===== src/core/contact_io_pkg.sv =====
// Purpose: Constants and types for the contact input/output function unit.
// Assumes: 50 MHz system clock, Wishbone classic register access.
// Notes: Register offsets are byte addresses of aligned 32-bit words.
//
// Contract
// - Contact output follows one selected function
// - Alarm functions allow normally open or closed
// - Closed sense opens contact on active signal
// - General alarm asserts on any error present
// - Empty pipe forces alarm current, stops totals
// - Direction mode shows forward or reverse flow
// - No function never asserts the contact outside the contact test
// - Upper limit asserts above upper setpoint
// - Lower limit asserts below lower setpoint
// - Window asserts above upper or below lower
// - Swapped setpoints assert between the two
// - Input has one function; stop absent with HART
// - Zero return kills current, pulse; display stays
// - Reset input clears both totals and overflows
// - Stop input halts integration, shows stop
// - Input function none ignores the contact
// - Pulse and contact tests detach outputs until cancel
// - Pulse test is 1 Hz, 500 ms wide
// - Contact test toggles on each key command
// - Simulation drives outputs from 1 % value
package contact_io_pkg;

    ////////////////////////////////////////////////////////////////////////
    // Register map
    localparam logic [7:0] REG_OUT_CFG = 8'h00;   // Output function, sense
    localparam logic [7:0] REG_IN_CFG = 8'h04;    // Input function
    localparam logic [7:0] REG_UPPER = 8'h08;     // Upper setpoint
    localparam logic [7:0] REG_LOWER = 8'h0c;     // Lower setpoint
    localparam logic [7:0] REG_CHECK = 8'h10;     // Self check control
    localparam logic [7:0] REG_SIM = 8'h14;       // Simulated flow percent
    localparam logic [7:0] REG_STATUS = 8'h18;    // Live status, read only

    // Field positions
    localparam int OUT_FN_LSB = 0;                // 3-bit output function
    localparam int OUT_NC_BIT = 4;                // 1 = normally closed
    localparam int IN_FN_LSB = 0;                 // 2-bit input function
    localparam int CHK_MODE_LSB = 0;              // 2-bit self check mode
    localparam int CHK_CANCEL_BIT = 4;            // Write 1 to cancel
    localparam int CHK_KEY_BIT = 5;               // Write 1 = step/data key

    // Reset values
    localparam logic [2:0] OUT_FN_RST = 3'h3;     // No function
    localparam logic [1:0] IN_FN_RST = 2'h3;      // No function
    localparam logic [7:0] SIM_RST = 8'h00;

    ////////////////////////////////////////////////////////////////////////
    // Timing
    localparam int CLK_HZ = 50_000_000;
    localparam int TEST_PERIOD_MS = 1000;         // 1 Hz pulse test
    localparam int TEST_WIDTH_MS = 500;
    localparam int TEST_PERIOD_CYC = CLK_HZ / 1000 * TEST_PERIOD_MS;
    localparam int TEST_WIDTH_CYC = CLK_HZ / 1000 * TEST_WIDTH_MS;

    ////////////////////////////////////////////////////////////////////////
    // Encodings
    typedef enum logic [2:0] {
        OUT_GEN_ALARM = 3'h0,
        OUT_EMPTY_PIPE = 3'h1,
        OUT_DIRECTION = 3'h2,
        OUT_NONE = 3'h3,
        OUT_UPPER = 3'h4,
        OUT_LOWER = 3'h5,
        OUT_WINDOW = 3'h6
    } out_fn_type;

    typedef enum logic [1:0] {
        IN_ZERO_RETURN = 2'h0,
        IN_TOT_RESET = 2'h1,
        IN_TOT_STOP = 2'h2,
        IN_NONE = 2'h3
    } in_fn_type;

    // Self check modes; Gray order along idle -> pulse -> contact -> sim
    typedef enum logic [1:0] {
        CHK_IDLE = 2'b00,
        CHK_PULSE = 2'b01,
        CHK_CONTACT = 2'b11,
        CHK_SIM = 2'b10
    } chk_type;

endpackage


===== src/core/contact_io_unit.sv =====
// Purpose: Switch-contact output and contact input function unit.
// Assumes: Inputs synchronous to clk_sys; flow value signed percent.
// Notes: Totalizer and current output logic lie outside; this unit
// Notes: only drives their control strobes.
//
// Added by the designer: the address map and the Wishbone interface to the registers.
`timescale 1ns/10ps
`default_nettype none

module contact_io_unit
    import contact_io_pkg::*;
#(
    parameter int FLOW_W = 16,
    parameter int PERIOD_CYC = TEST_PERIOD_CYC,
    parameter int WIDTH_CYC = TEST_WIDTH_CYC,
    parameter bit HART_VARIANT = 1'b0
) (
    // Clock and reset
    input wire logic clk_sys,
    input wire logic rst,
    // Wishbone classic slave
    input wire logic wb_cyc_i,
    input wire logic wb_stb_i,
    input wire logic wb_we_i,
    input wire logic [7:0] wb_adr_i,
    input wire logic [3:0] wb_sel_i,
    input wire logic [31:0] wb_dat_i,
    output logic [31:0] wb_dat_o,
    output logic wb_ack_o,
    // Measurement side
    input wire logic flow_valid,
    input wire logic signed [FLOW_W-1:0] flow_rate,
    input wire logic flow_reverse,
    input wire logic [11:0] error_flags,
    input wire logic empty_pipe_en,
    input wire logic empty_pipe_det,
    // Field contacts
    input wire logic contact_input,
    output logic switch_contact_output,
    // Controls to output and totalizer stages
    output logic current_alarm,
    output logic outputs_off,
    output logic outputs_detached,
    output logic tot_halt,
    output logic tot_clear,
    output logic stop_display,
    output logic empty_pipe_error,
    output logic test_pulse,
    output logic sim_active,
    output logic signed [FLOW_W-1:0] out_flow
);

    ////////////////////////////////////////////////////////////////////////
    // Configuration registers
    logic [2:0] out_fn_r;                 // Selected output function
    logic nc_r;                           // Contact sense
    logic [1:0] in_fn_r;                  // Selected input function
    logic signed [FLOW_W-1:0] upper_r;    // Upper setpoint
    logic signed [FLOW_W-1:0] lower_r;    // Lower setpoint
    logic signed [7:0] sim_r;             // Simulated flow in 1 % steps
    chk_type chk_r;                       // Self check state
    logic toggle_r;                       // Contact test state
    logic signal_r;                       // Selected signal, registered
    logic [31:0] pcnt_r;                  // Pulse test counter
    logic in_prev_r;                      // Contact input history
    logic wr;
    logic alarm_type;

    assign wr = wb_cyc_i & wb_stb_i & wb_we_i & ~wb_ack_o & wb_sel_i[0];

    ////////////////////////////////////////////////////////////////////////
    // Bus acknowledge: one cycle after strobe, drops next cycle
    always_ff @(posedge clk_sys or posedge rst) begin
        if (rst) begin
            wb_ack_o <= 1'b0;
        end else begin
            wb_ack_o <= wb_cyc_i & wb_stb_i & ~wb_ack_o;
        end
    end

    // Configuration writes; only the low lane carries function fields
    always_ff @(posedge clk_sys or posedge rst) begin
        if (rst) begin
            out_fn_r <= OUT_FN_RST;
            nc_r <= 1'b0;
            in_fn_r <= IN_FN_RST;
            upper_r <= '0;
            lower_r <= '0;
            sim_r <= SIM_RST;
        end else if (wr) begin
            unique case (wb_adr_i)
                REG_OUT_CFG: begin
                    // Codes beyond the table fall back to no function
                    if (wb_dat_i[OUT_FN_LSB+:3] <= 3'h6) begin
                        out_fn_r <= wb_dat_i[OUT_FN_LSB+:3];
                    end else begin
                        out_fn_r <= OUT_NONE;
                    end
                    nc_r <= wb_dat_i[OUT_NC_BIT];
                end
                REG_IN_CFG: begin
                    // Totalizer stop is refused in the HART build
                    if (HART_VARIANT &&
                        wb_dat_i[IN_FN_LSB+:2] == IN_TOT_STOP) begin
                        in_fn_r <= IN_NONE;
                    end else begin
                        in_fn_r <= wb_dat_i[IN_FN_LSB+:2];
                    end
                end
                REG_UPPER: upper_r <= wb_dat_i[FLOW_W-1:0];
                REG_LOWER: lower_r <= wb_dat_i[FLOW_W-1:0];
                REG_SIM: sim_r <= wb_dat_i[7:0];
                default: begin
                end
            endcase
        end
    end

    ////////////////////////////////////////////////////////////////////////
    // Self check state: entered by write, left only by cancel
    always_ff @(posedge clk_sys or posedge rst) begin
        if (rst) begin
            chk_r <= CHK_IDLE;
        end else if (wr && wb_adr_i == REG_CHECK) begin
            if (wb_dat_i[CHK_CANCEL_BIT]) begin
                chk_r <= CHK_IDLE;
            end else if (chk_r == CHK_IDLE) begin
                chk_r <= chk_type'(wb_dat_i[CHK_MODE_LSB+:2]);
            end
        end
    end

    // Contact test toggles on each key write
    always_ff @(posedge clk_sys or posedge rst) begin
        if (rst) begin
            toggle_r <= 1'b0;
        end else if (chk_r != CHK_CONTACT) begin
            toggle_r <= 1'b0;
        end else if (wr && wb_adr_i == REG_CHECK &&
                     wb_dat_i[CHK_KEY_BIT]) begin
            toggle_r <= ~toggle_r;
        end
    end

    // Pulse test generator, free running only during that test
    always_ff @(posedge clk_sys or posedge rst) begin
        if (rst) begin
            pcnt_r <= '0;
        end else if (chk_r != CHK_PULSE || pcnt_r == 32'(PERIOD_CYC - 1)) begin
            pcnt_r <= '0;
        end else begin
            pcnt_r <= pcnt_r + 32'h1;
        end
    end

    assign test_pulse = (chk_r == CHK_PULSE) &&
                        (pcnt_r < 32'(WIDTH_CYC));

    ////////////////////////////////////////////////////////////////////////
    // Flow source: simulated value replaces the measurement
    assign sim_active = (chk_r == CHK_SIM);
    always_comb begin
        if (sim_active) begin
            out_flow = FLOW_W'(sim_r);
        end else begin
            out_flow = flow_rate;
        end
    end

    // Selected signal, refreshed on every new measurement
    always_ff @(posedge clk_sys or posedge rst) begin
        if (rst) begin
            signal_r <= 1'b0;
        end else if (flow_valid || sim_active) begin
            unique case (out_fn_type'(out_fn_r))
                OUT_GEN_ALARM: signal_r <= |error_flags;
                OUT_EMPTY_PIPE: signal_r <= empty_pipe_en &
                                            empty_pipe_det;
                OUT_DIRECTION: signal_r <= flow_reverse;
                OUT_NONE: signal_r <= 1'b0;
                OUT_UPPER: signal_r <= out_flow > upper_r;
                OUT_LOWER: signal_r <= out_flow < lower_r;
                OUT_WINDOW: begin
                    if (upper_r < lower_r) begin
                        signal_r <= out_flow > upper_r &&
                                    out_flow < lower_r;
                    end else begin
                        signal_r <= out_flow > upper_r ||
                                    out_flow < lower_r;
                    end
                end
                default: signal_r <= 1'b0;
            endcase
        end
    end

    // Sense only applies to the alarm-type functions
    assign alarm_type = out_fn_r != OUT_DIRECTION && out_fn_r != OUT_NONE;

    // Contact closed = 1; contact test mode overrides the function
    always_comb begin
        if (chk_r == CHK_CONTACT) begin
            switch_contact_output = toggle_r;
        end else if (out_fn_r == OUT_NONE) begin
            switch_contact_output = 1'b0;
        end else if (alarm_type && nc_r) begin
            switch_contact_output = ~signal_r;
        end else begin
            switch_contact_output = signal_r;
        end
    end

    ////////////////////////////////////////////////////////////////////////
    // Contact input functions
    always_ff @(posedge clk_sys or posedge rst) begin
        if (rst) begin
            in_prev_r <= 1'b0;
        end else begin
            in_prev_r <= contact_input;
        end
    end

    // Reset fires once on the rising edge, not while held
    assign tot_clear = in_fn_r == IN_TOT_RESET &&
                       contact_input && !in_prev_r;
    assign stop_display = in_fn_r == IN_TOT_STOP && contact_input;
    assign outputs_off = in_fn_r == IN_ZERO_RETURN &&
                         contact_input;
    assign empty_pipe_error = empty_pipe_en & empty_pipe_det;
    assign current_alarm = empty_pipe_error;
    assign tot_halt = stop_display | empty_pipe_error;
    assign outputs_detached = chk_r != CHK_IDLE && !sim_active;

    ////////////////////////////////////////////////////////////////////////
    // Read back
    always_ff @(posedge clk_sys or posedge rst) begin
        if (rst) begin
            wb_dat_o <= '0;
        end else begin
            unique case (wb_adr_i)
                REG_OUT_CFG: wb_dat_o <= {27'h0, nc_r, 1'b0, out_fn_r};
                REG_IN_CFG: wb_dat_o <= {30'h0, in_fn_r};
                REG_UPPER: wb_dat_o <= 32'(upper_r);
                REG_LOWER: wb_dat_o <= 32'(lower_r);
                REG_CHECK: wb_dat_o <= {30'h0, chk_r};
                REG_SIM: wb_dat_o <= {24'h0, sim_r};
                REG_STATUS: wb_dat_o <= {26'h0, toggle_r, tot_halt,
                                         outputs_off, contact_input,
                                         switch_contact_output, signal_r};
                default: wb_dat_o <= 32'h0;
            endcase
        end
    end
    ////////////////////////////////////////////////////////////////////////
    // Checks
    nc_invert_a: assert property (
        @(posedge clk_sys) disable iff (rst)
        chk_r != CHK_CONTACT && alarm_type && nc_r
        |-> switch_contact_output == !signal_r)
        else $error("contact sense wrong");
    none_quiet_a: assert property (
        @(posedge clk_sys) disable iff (rst)
        chk_r != CHK_CONTACT && out_fn_r == OUT_NONE
        |-> !switch_contact_output)
        else $error("contact active with no function");
    upper_cmp_a: assert property (
        @(posedge clk_sys) disable iff (rst)
        flow_valid && !sim_active && out_fn_r == OUT_UPPER
        |=> signal_r == ($past(flow_rate) > $past(upper_r)))
        else $error("upper limit wrong");
    lower_cmp_a: assert property (
        @(posedge clk_sys) disable iff (rst)
        flow_valid && !sim_active && out_fn_r == OUT_LOWER
        |=> signal_r == ($past(flow_rate) < $past(lower_r)))
        else $error("lower limit wrong");
    gen_alarm_a: assert property (
        @(posedge clk_sys) disable iff (rst)
        flow_valid && out_fn_r == OUT_GEN_ALARM
        |=> signal_r == |$past(error_flags))
        else $error("general alarm wrong");
    pulse_width_a: assert property (
        @(posedge clk_sys) disable iff (rst)
        chk_r == CHK_PULSE && pcnt_r == 32'(WIDTH_CYC)
        |-> !test_pulse ##1 !test_pulse)
        else $error("pulse test width wrong");
    cancel_idle_a: assert property (
        @(posedge clk_sys) disable iff (rst)
        wr && wb_adr_i == REG_CHECK && wb_dat_i[CHK_CANCEL_BIT]
        |=> chk_r == CHK_IDLE && !outputs_detached)
        else $error("cancel did not end check");
    clear_once_a: assert property (
        @(posedge clk_sys) disable iff (rst)
        tot_clear |=> !tot_clear)
        else $error("totalizer clear repeated");
    hart_stop_a: assert property (
        @(posedge clk_sys) disable iff (rst)
        HART_VARIANT |-> in_fn_r != IN_TOT_STOP)
        else $error("stop allowed in HART build");
    ignore_in_a: assert property (
        @(posedge clk_sys) disable iff (rst)
        in_fn_r == IN_NONE |-> !tot_clear && !outputs_off && !stop_display)
        else $error("input not ignored");

    window_cv: cover property (@(posedge clk_sys) disable iff (rst)
        out_fn_r == OUT_WINDOW && upper_r < lower_r && signal_r);
    toggle_cv: cover property (@(posedge clk_sys) disable iff (rst)
        chk_r == CHK_CONTACT && toggle_r);
    pulse_cv: cover property (@(posedge clk_sys) disable iff (rst)
        $fell(test_pulse));
    clear_cv: cover property (@(posedge clk_sys) disable iff (rst)
        tot_clear);

endmodule

`default_nettype wire


===== config.mk =====
export PLATFORM = sky130hd
export DESIGN_NAME = contact_io_unit
export DESIGN_NICKNAME = d
export VERILOG_FILES = /design/src/core/contact_io_pkg.sv /design/src/core/contact_io_unit.sv
export SDC_FILE = /design/constraint.sdc
export NUM_CORES = 1
export LEC_CHECK = 0
export BUFFER_PORTS_ARGS = -buffer_cell sky130_fd_sc_hd__buf_2
export CORE_MARGIN = 3
export CORE_UTILIZATION = 40
export CTS_BUF_LIST = sky130_fd_sc_hd__clkbuf_4
export CTS_CLUSTER_SIZE = 14
export DETAILED_ROUTE_END_ITERATION = 8
export SLEW_MARGIN = 20
export SYNTH_ARGS = -nofsm -noshare
export SYNTH_HDL_FRONTEND = slang
export SYNTH_SLANG_ARGS = --single-unit

===== constraint.sdc =====
create_clock -name clk_sys -period 6.55 [get_ports clk_sys]
set_input_delay 0.3275 -clock clk_sys [delete_from_list [all_inputs] [get_ports clk_sys]]
set_output_delay 0.3275 -clock clk_sys [all_outputs]
set_load 0.01 [all_outputs]

Word-level counts from Yosys, hierarchy flattened
Index checks and enable logic that the tools add are counted.
- divide/modulo/power cells: 0
- bitwise gates (word level): 10
- shift operators: 0
- order comparisons: 5
- muxes and demuxes: 13
- equality and inequality tests: 22
- $add $sub $neg: 1
- reduce and logical (&&, ||, !) cells: 30
- $mul: 0
- operators by type and width (cell ; number):
    case mux 32 bit (7 select lines) ; 1
    adder 32 x 1 -> 32 bit (second input constant) ; 1
    == test 32 x 26 -> 1 bit (second input constant) ; 1
    < comparator 16 bit ; 2
    < comparator 32 x 25 -> 1 bit (second input constant) ; 1
    two-way mux 32 bit ; 1
    == test 8 x 5 -> 1 bit (second input constant) ; 3
    == test 8 x 4 -> 1 bit (second input constant) ; 2
    > comparator 16 bit ; 1
    two-way mux 16 bit ; 1
    AND reduction 2 bit ; 6
    OR reduction 12 bit ; 1
    logical AND 1 bit ; 11
    == test 3 bit (second input constant) ; 3
    == test 8 x 3 -> 1 bit (second input constant) ; 1
    logical NOT 8 bit ; 1
    bitwise AND 1 bit ; 6
    == test 2 bit (second input constant) ; 3
    == test 3 x 2 -> 1 bit (second input constant) ; 2
    two-way mux 1 bit ; 6
    != test 3 x 2 -> 1 bit (second input constant) ; 2
    case mux 1 bit (6 select lines) ; 1
    nonzero test 2 bit ; 3
    == test 2 x 1 -> 1 bit (second input constant) ; 2
    other kinds (12) ; 19
- register bits: 116
- memories kept: 0
- latch bits: 0
- RAM bits: 0
- input port bits: 82
- memory bits (read-only): 0
- logic and storage cells: 94

Longest topological paths before layout
Gate-level depths: netlist of the first run.
- depth in word-level cells: 8
- depth in mapped cells: 14
- gate-level depth less buffers: 12

Least setup slack after synthesis of the first run
No wires, ideal clock.
- path kind: register -> register
- start: register chk_r[0]
- end: register signal_r
- arrival time: 2792 ps
- cell stages (with the launch flop): 15
- clock period less this slack: 2910 ps
- library setup time: 118 ps
- path slack: 3640 ps
- cells stage by stage: dfrtp_1 > buf_4 > nand2b_1 > buf_6 > clkbuf_1 > nand2_1 > nand2_1 > ha_1 > a21o_1 > a221o_1 > o211ai_2 > and3_1 > nor3_1 > maj3_2 > a21o_1
- word-level cells in the longest chain between the ends: 6
- elaborated cells on any way between the ends: 9
- those cells by class: order compare: 2; eq/ne: 1; mux: 3; reduce/logical: 3
- ends and longest elaborated chain (what ; line ; RTL):
    start: declaration ; contact_io_unit.sv:61 ; chk_type chk_r;
    start signal: assignment ; contact_io_unit.sv:128 ; chk_r <= chk_type'(wb_dat_i[CHK_MODE_LSB+:2]);
    == test 2 bit (*) ; contact_io_unit.sv:161 ; assign sim_active = (chk_r == CHK_SIM);
    two-way mux 16 bit (*) ; contact_io_unit.sv:163 ; if (sim_active) begin
    named net out_flow[9] ; contact_io_unit.sv:50 ; output logic signed [FLOW_W-1:0] out_flow
    > comparator 16 bit or < comparator 16 bit (tied branches) ; n/a ;
    logical OR 1 bit or logical AND 1 bit (tied branches) ; contact_io_unit.sv:188, contact_io_unit.sv:185 ;
    two-way mux 1 bit ; contact_io_unit.sv:184 ; if (upper_r < lower_r) begin
    case mux 1 bit (6 select lines) (*) ; contact_io_unit.sv:175 ; unique case (out_fn_type'(out_fn_r))
    end signal: assignment ; contact_io_unit.sv:181 ; OUT_UPPER: signal_r <= out_flow > upper_r;
    end signal: assignment ; contact_io_unit.sv:185 ; signal_r <= out_flow > upper_r &&
    end signal: assignment ; contact_io_unit.sv:188 ; signal_r <= out_flow > upper_r ||
    end: declaration ; contact_io_unit.sv:63 ; logic signal_r;
The timed path passes the listed nets; every way through them passes the cells marked *.
A chain may end at the register's enable or synchronous reset.

Final worst setup path of the first run
- start: register chk_r[0]
- end: register signal_r
- word-level cells in the longest chain between the ends: 6
- elaborated cells on any way between the ends: 9
- those cells by class: order compare: 2; eq/ne: 1; mux: 3; reduce/logical: 3
- ends and longest elaborated chain (what ; line):
    == test 2 bit (*) ; contact_io_unit.sv:161
    two-way mux 16 bit ; contact_io_unit.sv:163
    > comparator 16 bit or < comparator 16 bit (tied branches) ; n/a
    logical OR 1 bit or logical AND 1 bit (tied branches) ; contact_io_unit.sv:188, contact_io_unit.sv:185
    two-way mux 1 bit ; contact_io_unit.sv:184
    case mux 1 bit (6 select lines) ; contact_io_unit.sv:175
Mark *: on every way between the ends. The rest lies on a longest branch, timed or not.

==> impl_metrics.tcl, run 1 <==
set metrics [dict create \
    internal_power_mw 0.745 \
    tns_ns 0 \
    critical_path.max_fanout 18 \
    num_vias 4972 \
    grt_start_max_net_pins 73 \
    hold_viol_final 0 \
    synth.avg_cell_area_um2 9.43 \
    routed_wl_um 15300 \
    synthDistinctLibCells 68 \
    path_depth 13 \
    antenna_found_initial 1 \
    seq_area_frac_synth_pct 41.1 \
    period_share_pct 52.3 \
    drc 0 \
    status "finished, final reports clean" \
    async_flop_share_pct 100 \
    slew_headroom_pct 34.4 \
    grt_remaining_overflow 0 \
    synth.area.top_cells "dfrtp_1, ha_1, nand2_1" \
    ios 141 \
    leakage_nw 3.43 \
    synth_top_cell_area_share_pct 39.4 \
    synth_ff_type "dfrtp_1" \
    pre_cts_ws_ns 3.14 \
    rsz0062_at_grt "false" \
    clock_skew_ns 0.0127 \
    rr_worst_depth 13 \
    critPathSlowestCell "dfrtp_1" \
    dp_hpwl_um 11600 \
    synth.most_common_cell "dfrtp_1" \
    endpoint_kind "register" \
    setup_viol 0 \
    cts_max_path_buffers 2 \
    core_um2 14800 \
    setup_ws_ns 3.13 \
    switchingPower_mw 0.282 \
    dieHeight_um 130 \
    clkSlewWorstSetupHoldPaths_ns 0.16 \
    synth_warnings 0 \
    grt_pass1_vias 4784 \
    tightestPinTransition_ns 0.978 \
    gp_congestion 0.879 \
    fin_util_pct 46.6 \
    nets 875 \
    start_util_pct 41.4 \
    clkPwrFrac_pct 28.8 \
    cts_max_level 3 \
    portBuffers 121 \
    area_growth_pct 12.8 \
    period_minus_slack_ns 3.42 \
    clock_insertion_delay_worst_skew_ns 0.48 \
    timing.fmax_mhz 292 \
    vias_per_cell 5.31 \
    dieArea_um2 16800 \
    synth_seq_cells 100 \
    die_w_um 130 \
    ant_nets 0 \
    place_area_um2 6740 \
    avgRoutedWirePerCell_um 16.3 \
    cp_top_family "simple AND/OR/NAND/NOR gates" \
    start_kind "register" \
    hold_path_depth 3 \
    arrival_ns 3.86 \
    grt_usage_pct 18.9 \
    cp.buffers_inverters 2 \
    cts_buffers 9 \
    grt_pass1_wl_um 24800 \
    combPwrFrac_pct 10.3 \
    design_area_um2 6880 \
    p_seq_share_pct 60.8 \
    syn_area_um2 6100 \
    cpPeakStageDelay_ns 0.54 \
    layout-drive-gt1-share_pct 26.0 \
    synthTopCellsByCount "dfrtp_1, nand2_1, nor2_1" \
    min_path_type "in -> reg" \
    swShare_pct 27.5 \
    cts_sinks 100 \
    crit_chain "nand2b_1 -> buf_4 -> inv_4 -> nand2_1 -> nand2_1 -> ha_1 -> a21o_1 -> a221o_1 -> o211ai_2 -> a31oi_1 -> nor3_1 -> maj3_2 -> a21o_1" \
    ir_worst_vdd_uv 77.5 \
    drtIter0Drc 378 \
    cts_resized 0 \
    synth_edf_count 0 \
    root_buffer "clkbuf_4" \
    cts_tree "built" \
    yosys.area.top_type "dfrtp_1" \
    final_max_slew_viol_count 0 \
    rows 44 \
    cap_viol_max_count 0 \
    power_density_nw_per_um2 149 \
    crit_required_ns 6.98 \
    synthesis.nets 776 \
    synthCells 647 \
    dr.pass1.iters 4 \
    critical_path_class "reg -> reg" \
]
-- final timing paths --
check / start / end / slack [ns]
hold reg to reg: wb_ack_o$_DFF_PP0_ / wb_ack_o$_DFF_PP0_ / 0.45
setup / recovery: chk_r[0]$_DFFE_PP0P_ / signal_r$_DFFE_PP0P_ / 3.13
setup reg to reg: chk_r[0]$_DFFE_PP0P_ / signal_r$_DFFE_PP0P_ / 3.13
min in group asynchronous: rst / wb_dat_o[8]$_DFF_PP0_ / 0.37
hold / removal: wb_dat_i[15] / upper_r[15]$_DFFE_PP0P_ / 0.06
max in group asynchronous: rst / pcnt_r[12]$_DFF_PP0_ / 4.93
-- tightest hold or removal path: stages --
cell	delay, ns
buf_2	0.08
nand2_1	0.04
o21ai_0	0.06
-- per-stage QoR --
step           hold slack (ns)  instances  power, mW
2_1_floorplan            0.359        647      0.695
3_3_place_gp             0.341        917      0.740
3_5_place_dp             0.348        917      0.742
4_1_cts                 0.0186        935       1.04
5_1_grt                 0.0288        937       1.08
6_report                0.0552        937       1.03
-- cells by family (layout without fill, tap and decap cells) --
| logic type | after synthesis | after routing | share of synthesized area [%] |
|---|---|---|---|
| simple gates | 244 | 244 | 20.3 |
| compound gates | 107 | 107 | 11.5 |
| flops | 100 | 100 | 41.1 |
| buf+inv | 84 | 188 | 6.77 |
| fa+ha+maj | 48 | 48 | 9.82 |
| mux | 36 | 36 | 6.52 |
| xor+xnor | 28 | 28 | 4.02 |
| other cells | 0 | 2 | 0 |
-- metal layers --
layer  share of wire (%)  track usage (%)  up-vias  wire length (um)
met5                   0                0        -                 0
met3                 6.1             3.67       23               937
li1                    -                -     2445                 -
met2                  42             27.4      146              6490
met1                  49             28.0     2358              7500
met4                 2.3             6.72        0               352
-- power groups by stage --
stage,sequential (mW),combinational [mW],clock (mW)
after floorplan,0.635,0.0593,0
after global placement,0.636,0.104,0
after detailed placement,0.636,0.106,0
after CTS,0.625,0.108,0.310
after global routing,0.626,0.122,0.336
final,0.625,0.106,0.296
-- cell type report --
class	count	area (um2)
multi-input combinational	463	3190
sequential	100	2510
timing repair buffer	126	648
clock inverter	6	42.5
tap	184	230
inverter	46	178
antenna	2	5.00
fill	1439	7870
clock buffer	10	75.1
-- repair_timing --
| item | CTS | global route |
|---|---|---|
| endpoints found under the hold margin | 29 | 0 |
| setup buffers | 0 | 0 |
| hold buffers | 2 | 0 |
-- sequential cells by signal, indices dropped and copies added, names as in the netlist --
| signal | cells |
|---|---|
| nc_r | 1 |
| toggle_r | 1 |
| chk_r | 2 |
| sim_r | 8 |
| pcnt_r | 32 |
| wb_ack_o | 1 |
| lower_r | 16 |
| in_prev_r | 1 |
| wb_dat_o | 16 |
| upper_r | 16 |
| out_fn_r | 3 |
| signal_r | 1 |
| in_fn_r | 2 |
-- placed cells by master (no fill, tap or decap), drive strengths merged, types with 4 or more instances in the layout --
cell	n
dfrtp	96
buf	124
nand2	91
dfstp	4
inv	46
nor4	6
xnor2	10
mux2	30
nand4	13
a211oi	6
nand3	19
xor2	18
o21ai	29
and3	12
a21oi	28
clkinvlp	4
nor2	57
clkbuf	10
nand2b	4
nor2b	4
a31oi	6
o211ai	5
and4	8
a22o	9
mux2i	6
a21o	6
ha	47
nor3	11
(Power assumes the default switching activity.)
==> run 2, diff against run 1 <==
clock period = 2.7 ns   (was 6.55 ns; I/O delays follow)
==> impl_metrics.tcl, run 2 (synthesized netlist as in run 1, its figures left out) <==
set metrics [dict create \
    core_um2 14800 \
    arrival_ns 3.06 \
    timing.fmax_mhz 377 \
    regMostFlops "pcnt_r" \
    root_buffer "clkbuf_4" \
    area_growth_pct 27.5 \
    status "finished, final reports clean" \
    drtIter0Drc 399 \
    cts_tree "built" \
    ios 141 \
    cap_viol_max_count 0 \
    tns_ns 0 \
    grt_pass1_wl_um 26200 \
    routed_wl_um 16500 \
    final_max_slew_viol_count 0 \
    fin_util_pct 52.7 \
    vias_per_cell 5.29 \
    grt_start_max_net_pins 73 \
    start_util_pct 41.4 \
    rsz0062_at_grt "true" \
    slew_headroom_pct 56.1 \
    setup_viol 0 \
    leakage_nw 3.77 \
    drc 0 \
    antenna_found_initial 1 \
    period_minus_slack_ns 2.66 \
    grt_remaining_overflow 0 \
    rows 44 \
    clkSlewWorstSetupHoldPaths_ns 0.19 \
    start_kind "register" \
    endpoint_kind "register" \
    final_cell_mix "buf_2, dfrtp_1, nand2_1" \
    fin_total_pwr_mw 2.67 \
    critical_path_class "reg -> reg" \
    ant_nets 0 \
    period_share_pct 98.3 \
    cts_max_level 3 \
    critical_path.max_fanout 4 \
    ir_worst_vdd_uv 215 \
    cts_sinks 100 \
    die_w_um 130 \
    dieHeight_um 130 \
    clock_skew_ns 0.0197 \
    crit_required_ns 3.11 \
    nets 935 \
    clock_insertion_delay_worst_skew_ns 0.50 \
    grt_pass1_vias 5102 \
    min_path_type "in -> reg" \
    portBuffers 121 \
    place_area_um2 7080 \
    cts_buffers 9 \
    num_vias 5270 \
    avgRoutedWirePerCell_um 16.6 \
    hold_viol_final 0 \
    cts_max_path_buffers 2 \
    grt_usage_pct 20.0 \
    design_area_um2 7780 \
    dr.pass1.iters 6 \
    tightestPinTransition_ns 0.657 \
    power_density_nw_per_um2 343 \
    gp_congestion 0.906 \
    dp_hpwl_um 12300 \
    layout_commonest_cell "buf_2" \
    dieArea_um2 16800 \
    largest_reg_flops 32 \
    fill_cells 1372 \
    layout-drive-gt1-share_pct 34.8 \
]
run 2: cell types whose count changed in the layout (fill, tap and decap cells not counted), sizes merged:
| cell | before | now |
|---|---|---|
| dlygate4sd3 | 2 | 22 |
| nand2 | 91 | 92 |
| clkinvlp | 4 | 3 |
| inv | 46 | 49 |
| buf | 124 | 163 |
| clkinv | 2 | 1 |
| clkbuf | 10 | 9 |
run 2: layer usage:
layer  wire length (um)  global-route usage [%]
met5                  0                       0
met3                809                    2.39
met2               7600                    30.8
met1               7950                    29.9
met4                196                    5.68
run 2: worst max-delay path, stage by stage (launching register included):
cell	delay, ns
dfrtp_1	0.42
nand2b_4	0.20
buf_6	0.15
nand2_1	0.10
nand2_4	0.07
buf_6	0.13
ha_4	0.25
nand4_1	0.18
nor3_2	0.25
a211oi_2	0.09
o211ai_2	0.17
o21ai_1	0.09
maj3_2	0.30
a21o_1	0.15
run 2: final timing paths:
kind	startpoint	end	slack, ns	cells past startpoint
max reg2reg	chk_r[0]$_DFFE_PP0P_	signal_r$_DFFE_PP0P_	0.04	13
min	wb_adr_i[2]	wb_dat_o[1]$_DFF_PP0_	0.12	3
min reg2reg	wb_ack_o$_DFF_PP0_	wb_ack_o$_DFF_PP0_	0.45	1
max	chk_r[0]$_DFFE_PP0P_	signal_r$_DFFE_PP0P_	0.04	13
max in group asynchronous	rst	in_fn_r[1]$_DFFE_PP1P_	1.64	4
min in group asynchronous	rst	lower_r[7]$_DFFE_PP0P_	0.26	3
run 2: report_power, final:
group / switching, mW / internal [mW]
logic: 0.182 / 0.159
clock network: 0.599 / 0.213
registers: 0.00811 / 1.51
run 2: cell type report:
cell class / instances / area (um2) / area share [%]
sequential: 100 / 2510 / 32.2
clock buffer: 9 / 67.6 / 0.869
inverter: 46 / 184 / 2.36
timing repair buffer: 185 / 1180 / 15.1
antenna: 2 / 5.00 / 0.0643
multi-input combinational: 464 / 3540 / 45.5
clock inverter: 7 / 66.3 / 0.853
tap: 184 / 230 / 2.96
run 2: timing repair:
action / 4_1_cts / 5_1_grt
pin swaps: 8 / 23
gates cloned: 0 / 1
resized for setup: 14 / 40
setup buffers: 1 / 4
setup endpoints to repair: 1 / 1
endpoints found under the hold margin: 80 / 0
hold buffers: 22 / 0
run 2: per-stage QoR:
stage	worst slack [ns]	cells	hold WS (ns)
3_5_place_dp	-0.152	953	0.262
2_1_floorplan	-0.0307	647	0.166
6_report	0.0446	997	0.123
3_3_place_gp	-0.109	953	0.250
5_1_grt	-0.0483	997	0.127
4_1_cts	0.00463	992	0.0832
==> run 3, diff against run 2 <==
ABC_AREA = 1   (was not set)
==> impl_metrics.tcl, run 3 <==
set metrics [dict create \
    critical_path_class "reg -> reg" \
    cp_common_cell "nand2_1" \
    yosys.area.top_type "dfrtp_1" \
    synth.area.top_cells "dfrtp_1, nand2_1, ha_1" \
    cts_buffers 9 \
    use_met2_pct 32.0 \
    synth_top_cell_area_share_pct 38.3 \
    start_kind "register" \
    grt_pass1_vias 5591 \
    grt_start_max_net_pins 55 \
    clock_skew_ns 0.0272 \
    routed_wl_um 16300 \
    clkSlewWorstSetupHoldPaths_ns 0.18 \
    vias_per_cell 4.89 \
    met3_usage_pct 3.83 \
    grtUsageMet1_pct 25.5 \
    drc 0 \
    grt_pass1_wl_um 27400 \
    cts_tree "built" \
    clock_insertion_delay_worst_skew_ns 0.49 \
    synth_ff_type "dfrtp_1" \
    fin_total_pwr_mw 2.67 \
    portBuffers 121 \
    num_vias 5656 \
    syn_area_um2 6270 \
    crit_chain "inv_1 -> nand2_2 -> buf_4 -> o21ai_0 -> ha_1 -> nand2_1 -> nor2_1 -> nand2_1 -> nand2_1 -> nand2_1 -> nand2_1 -> nand2_1 -> nand3_1 -> o21ai_1 -> inv_1 -> nand2_1 -> inv_1 -> nand2_1 -> nand2_1 -> nand2_1" \
    cpPeakStageDelay_ns 0.42 \
    cap_viol_max_count 0 \
    async_flop_share_pct 100 \
    rrSetupSlack_ns 0.25 \
    setup_ws_ns 0.248 \
    core_um2 15300 \
    critical_path.max_fanout 14 \
    synthDistinctLibCells 48 \
    arrival_ns 2.90 \
    grt_usage_pct 19.4 \
    gp_congestion 0.887 \
    placed_cells 1117 \
    dp_hpwl_um 12500 \
    tightestPinTransition_ns 0.678 \
    synthTopCellsByCount "nand2_1, inv_1, dfrtp_1" \
    layout-drive-gt1-share_pct 21.6 \
    dr.pass1.iters 5 \
    whs_ns 0.0814 \
    nets 1068 \
    cts_sinks 100 \
    synth.avg_cell_area_um2 7.81 \
    setup_viol 0 \
    dieHeight_um 131 \
    seq_area_frac_synth_pct 40.0 \
    synth_seq_cells 100 \
    area_growth_pct 18.8 \
    crit_required_ns 3.15 \
    hold_viol_final 0 \
    synth.most_common_cell "nand2_1" \
    cp.buffers_inverters 4 \
    timing.fmax_mhz 408 \
    rows 45 \
    power_density_nw_per_um2 359 \
    leakage_nw 3.57 \
    tns_ns 0 \
    antenna_found_initial 1 \
    cts_max_level 3 \
    fin_util_pct 48.8 \
    grt_remaining_overflow 0 \
    root_buffer "clkbuf_4" \
    cp_top_family "simple AND/OR/NAND/NOR gates" \
    layout_commonest_cell "nand2_1" \
    period_minus_slack_ns 2.45 \
    final_cells 1156 \
    regMostFlops "pcnt_r" \
    place_area_um2 7060 \
    critPathSlowestCell "dfrtp_1" \
    endpoint_kind "register" \
    synthesis.nets 932 \
    cts_max_path_buffers 2 \
    dieArea_um2 17200 \
    die_w_um 131 \
    status "finished, final reports clean" \
    final_cell_mix "nand2_1, inv_1, buf_2" \
    design_area_um2 7450 \
    ir_worst_vdd_uv 197 \
    pre_cts_ws_ns 0.190 \
    synthCells 803 \
    ant_nets 0 \
    slew_headroom_pct 54.7 \
    synth_edf_count 0 \
    largest_reg_flops 32 \
    drtIter0Drc 335 \
    start_util_pct 41.1 \
    final_max_slew_viol_count 0 \
    period_share_pct 90.8 \
    avgRoutedWirePerCell_um 14.1 \
    ios 141 \
    min_path_type "in -> reg" \
    grt_busiest_layer "met2" \
    synth_warnings 0 \
]
run 3: cell types whose count changed after synthesis, sizes merged, moves of 13 or more:
cell	before	now
inv	46	142
nand2	91	167
o21ai	29	78
mux2	30	0
nor3	11	34
xor2	18	4
a21oi	28	41
run 3: cells by family (layout without fill, tap and decap cells):
group,count (synthesis),count (layout),synth area share [%]
AO/OA/AOI/OAI,158,158,14.2
XOR/XNOR,5,5,0.698
adder cells (fa/ha/maj),47,47,9.38
flip-flops,100,100,40.0
buffers and inverters,173,314,11.6
other,0,1,0
AND/OR/NAND/NOR,320,320,24.2
run 3: area by class of cell:
type | instances | area, um2
antenna | 1 | 2.50
clock buffer | 9 | 67.6
clock inverter | 7 | 83.8
fill | 1549 | 7810
inverter | 142 | 537
multi-input combinational | 530 | 3050
sequential | 100 | 2510
tap | 211 | 264
timing repair buffer | 156 | 937
run 3: timing repair:
item | CTS | global route
hold buffers | 21 | 0
endpoints found under the hold margin | 76 | 0
buffers inserted | 0 | 1
endpoints found under the setup margin | 0 | 1
gates resized for setup | 0 | 12
run 3: final timing paths:
check / startpoint / end / cells after the start
hold / removal: wb_sel_i[0] / out_fn_r[0]$_DFFE_PP1P_ / 5
setup / recovery: chk_r[0]$_DFFE_PP0P_ / signal_r$_DFFE_PP0P_ / 20
min in group asynchronous: rst / chk_r[0]$_DFFE_PP0P_ / 3
max in group asynchronous: rst / pcnt_r[28]$_DFF_PP0_ / 4
setup reg to reg: chk_r[0]$_DFFE_PP0P_ / signal_r$_DFFE_PP0P_ / 20
hold reg to reg: wb_ack_o$_DFF_PP0_ / wb_ack_o$_DFF_PP0_ / 1
run 3: worst reg2reg max path, delay by kind of cell, from the launching register on:
| kind | cells | cell delay, ns |
|---|---|---|
| simple gates | 13 | 0.74 |
| buf+inv | 4 | 0.39 |
| fa+ha+maj | 1 | 0.32 |
| compound gates | 2 | 0.53 |
| flops | 1 | 0.42 |
run 3: where the power goes:
part | internal [mW] | switching, mW
combinational | 0.126 | 0.163
clock | 0.298 | 0.575
sequential | 1.51 | 0.00535
total | 1.93 | 0.744
run 3: metal layers:
metal	wire, um	up-vias
met3	836	27
met5	0	-
met4	399	0
li1	-	2894
met2	7560	133
met1	7460	2602
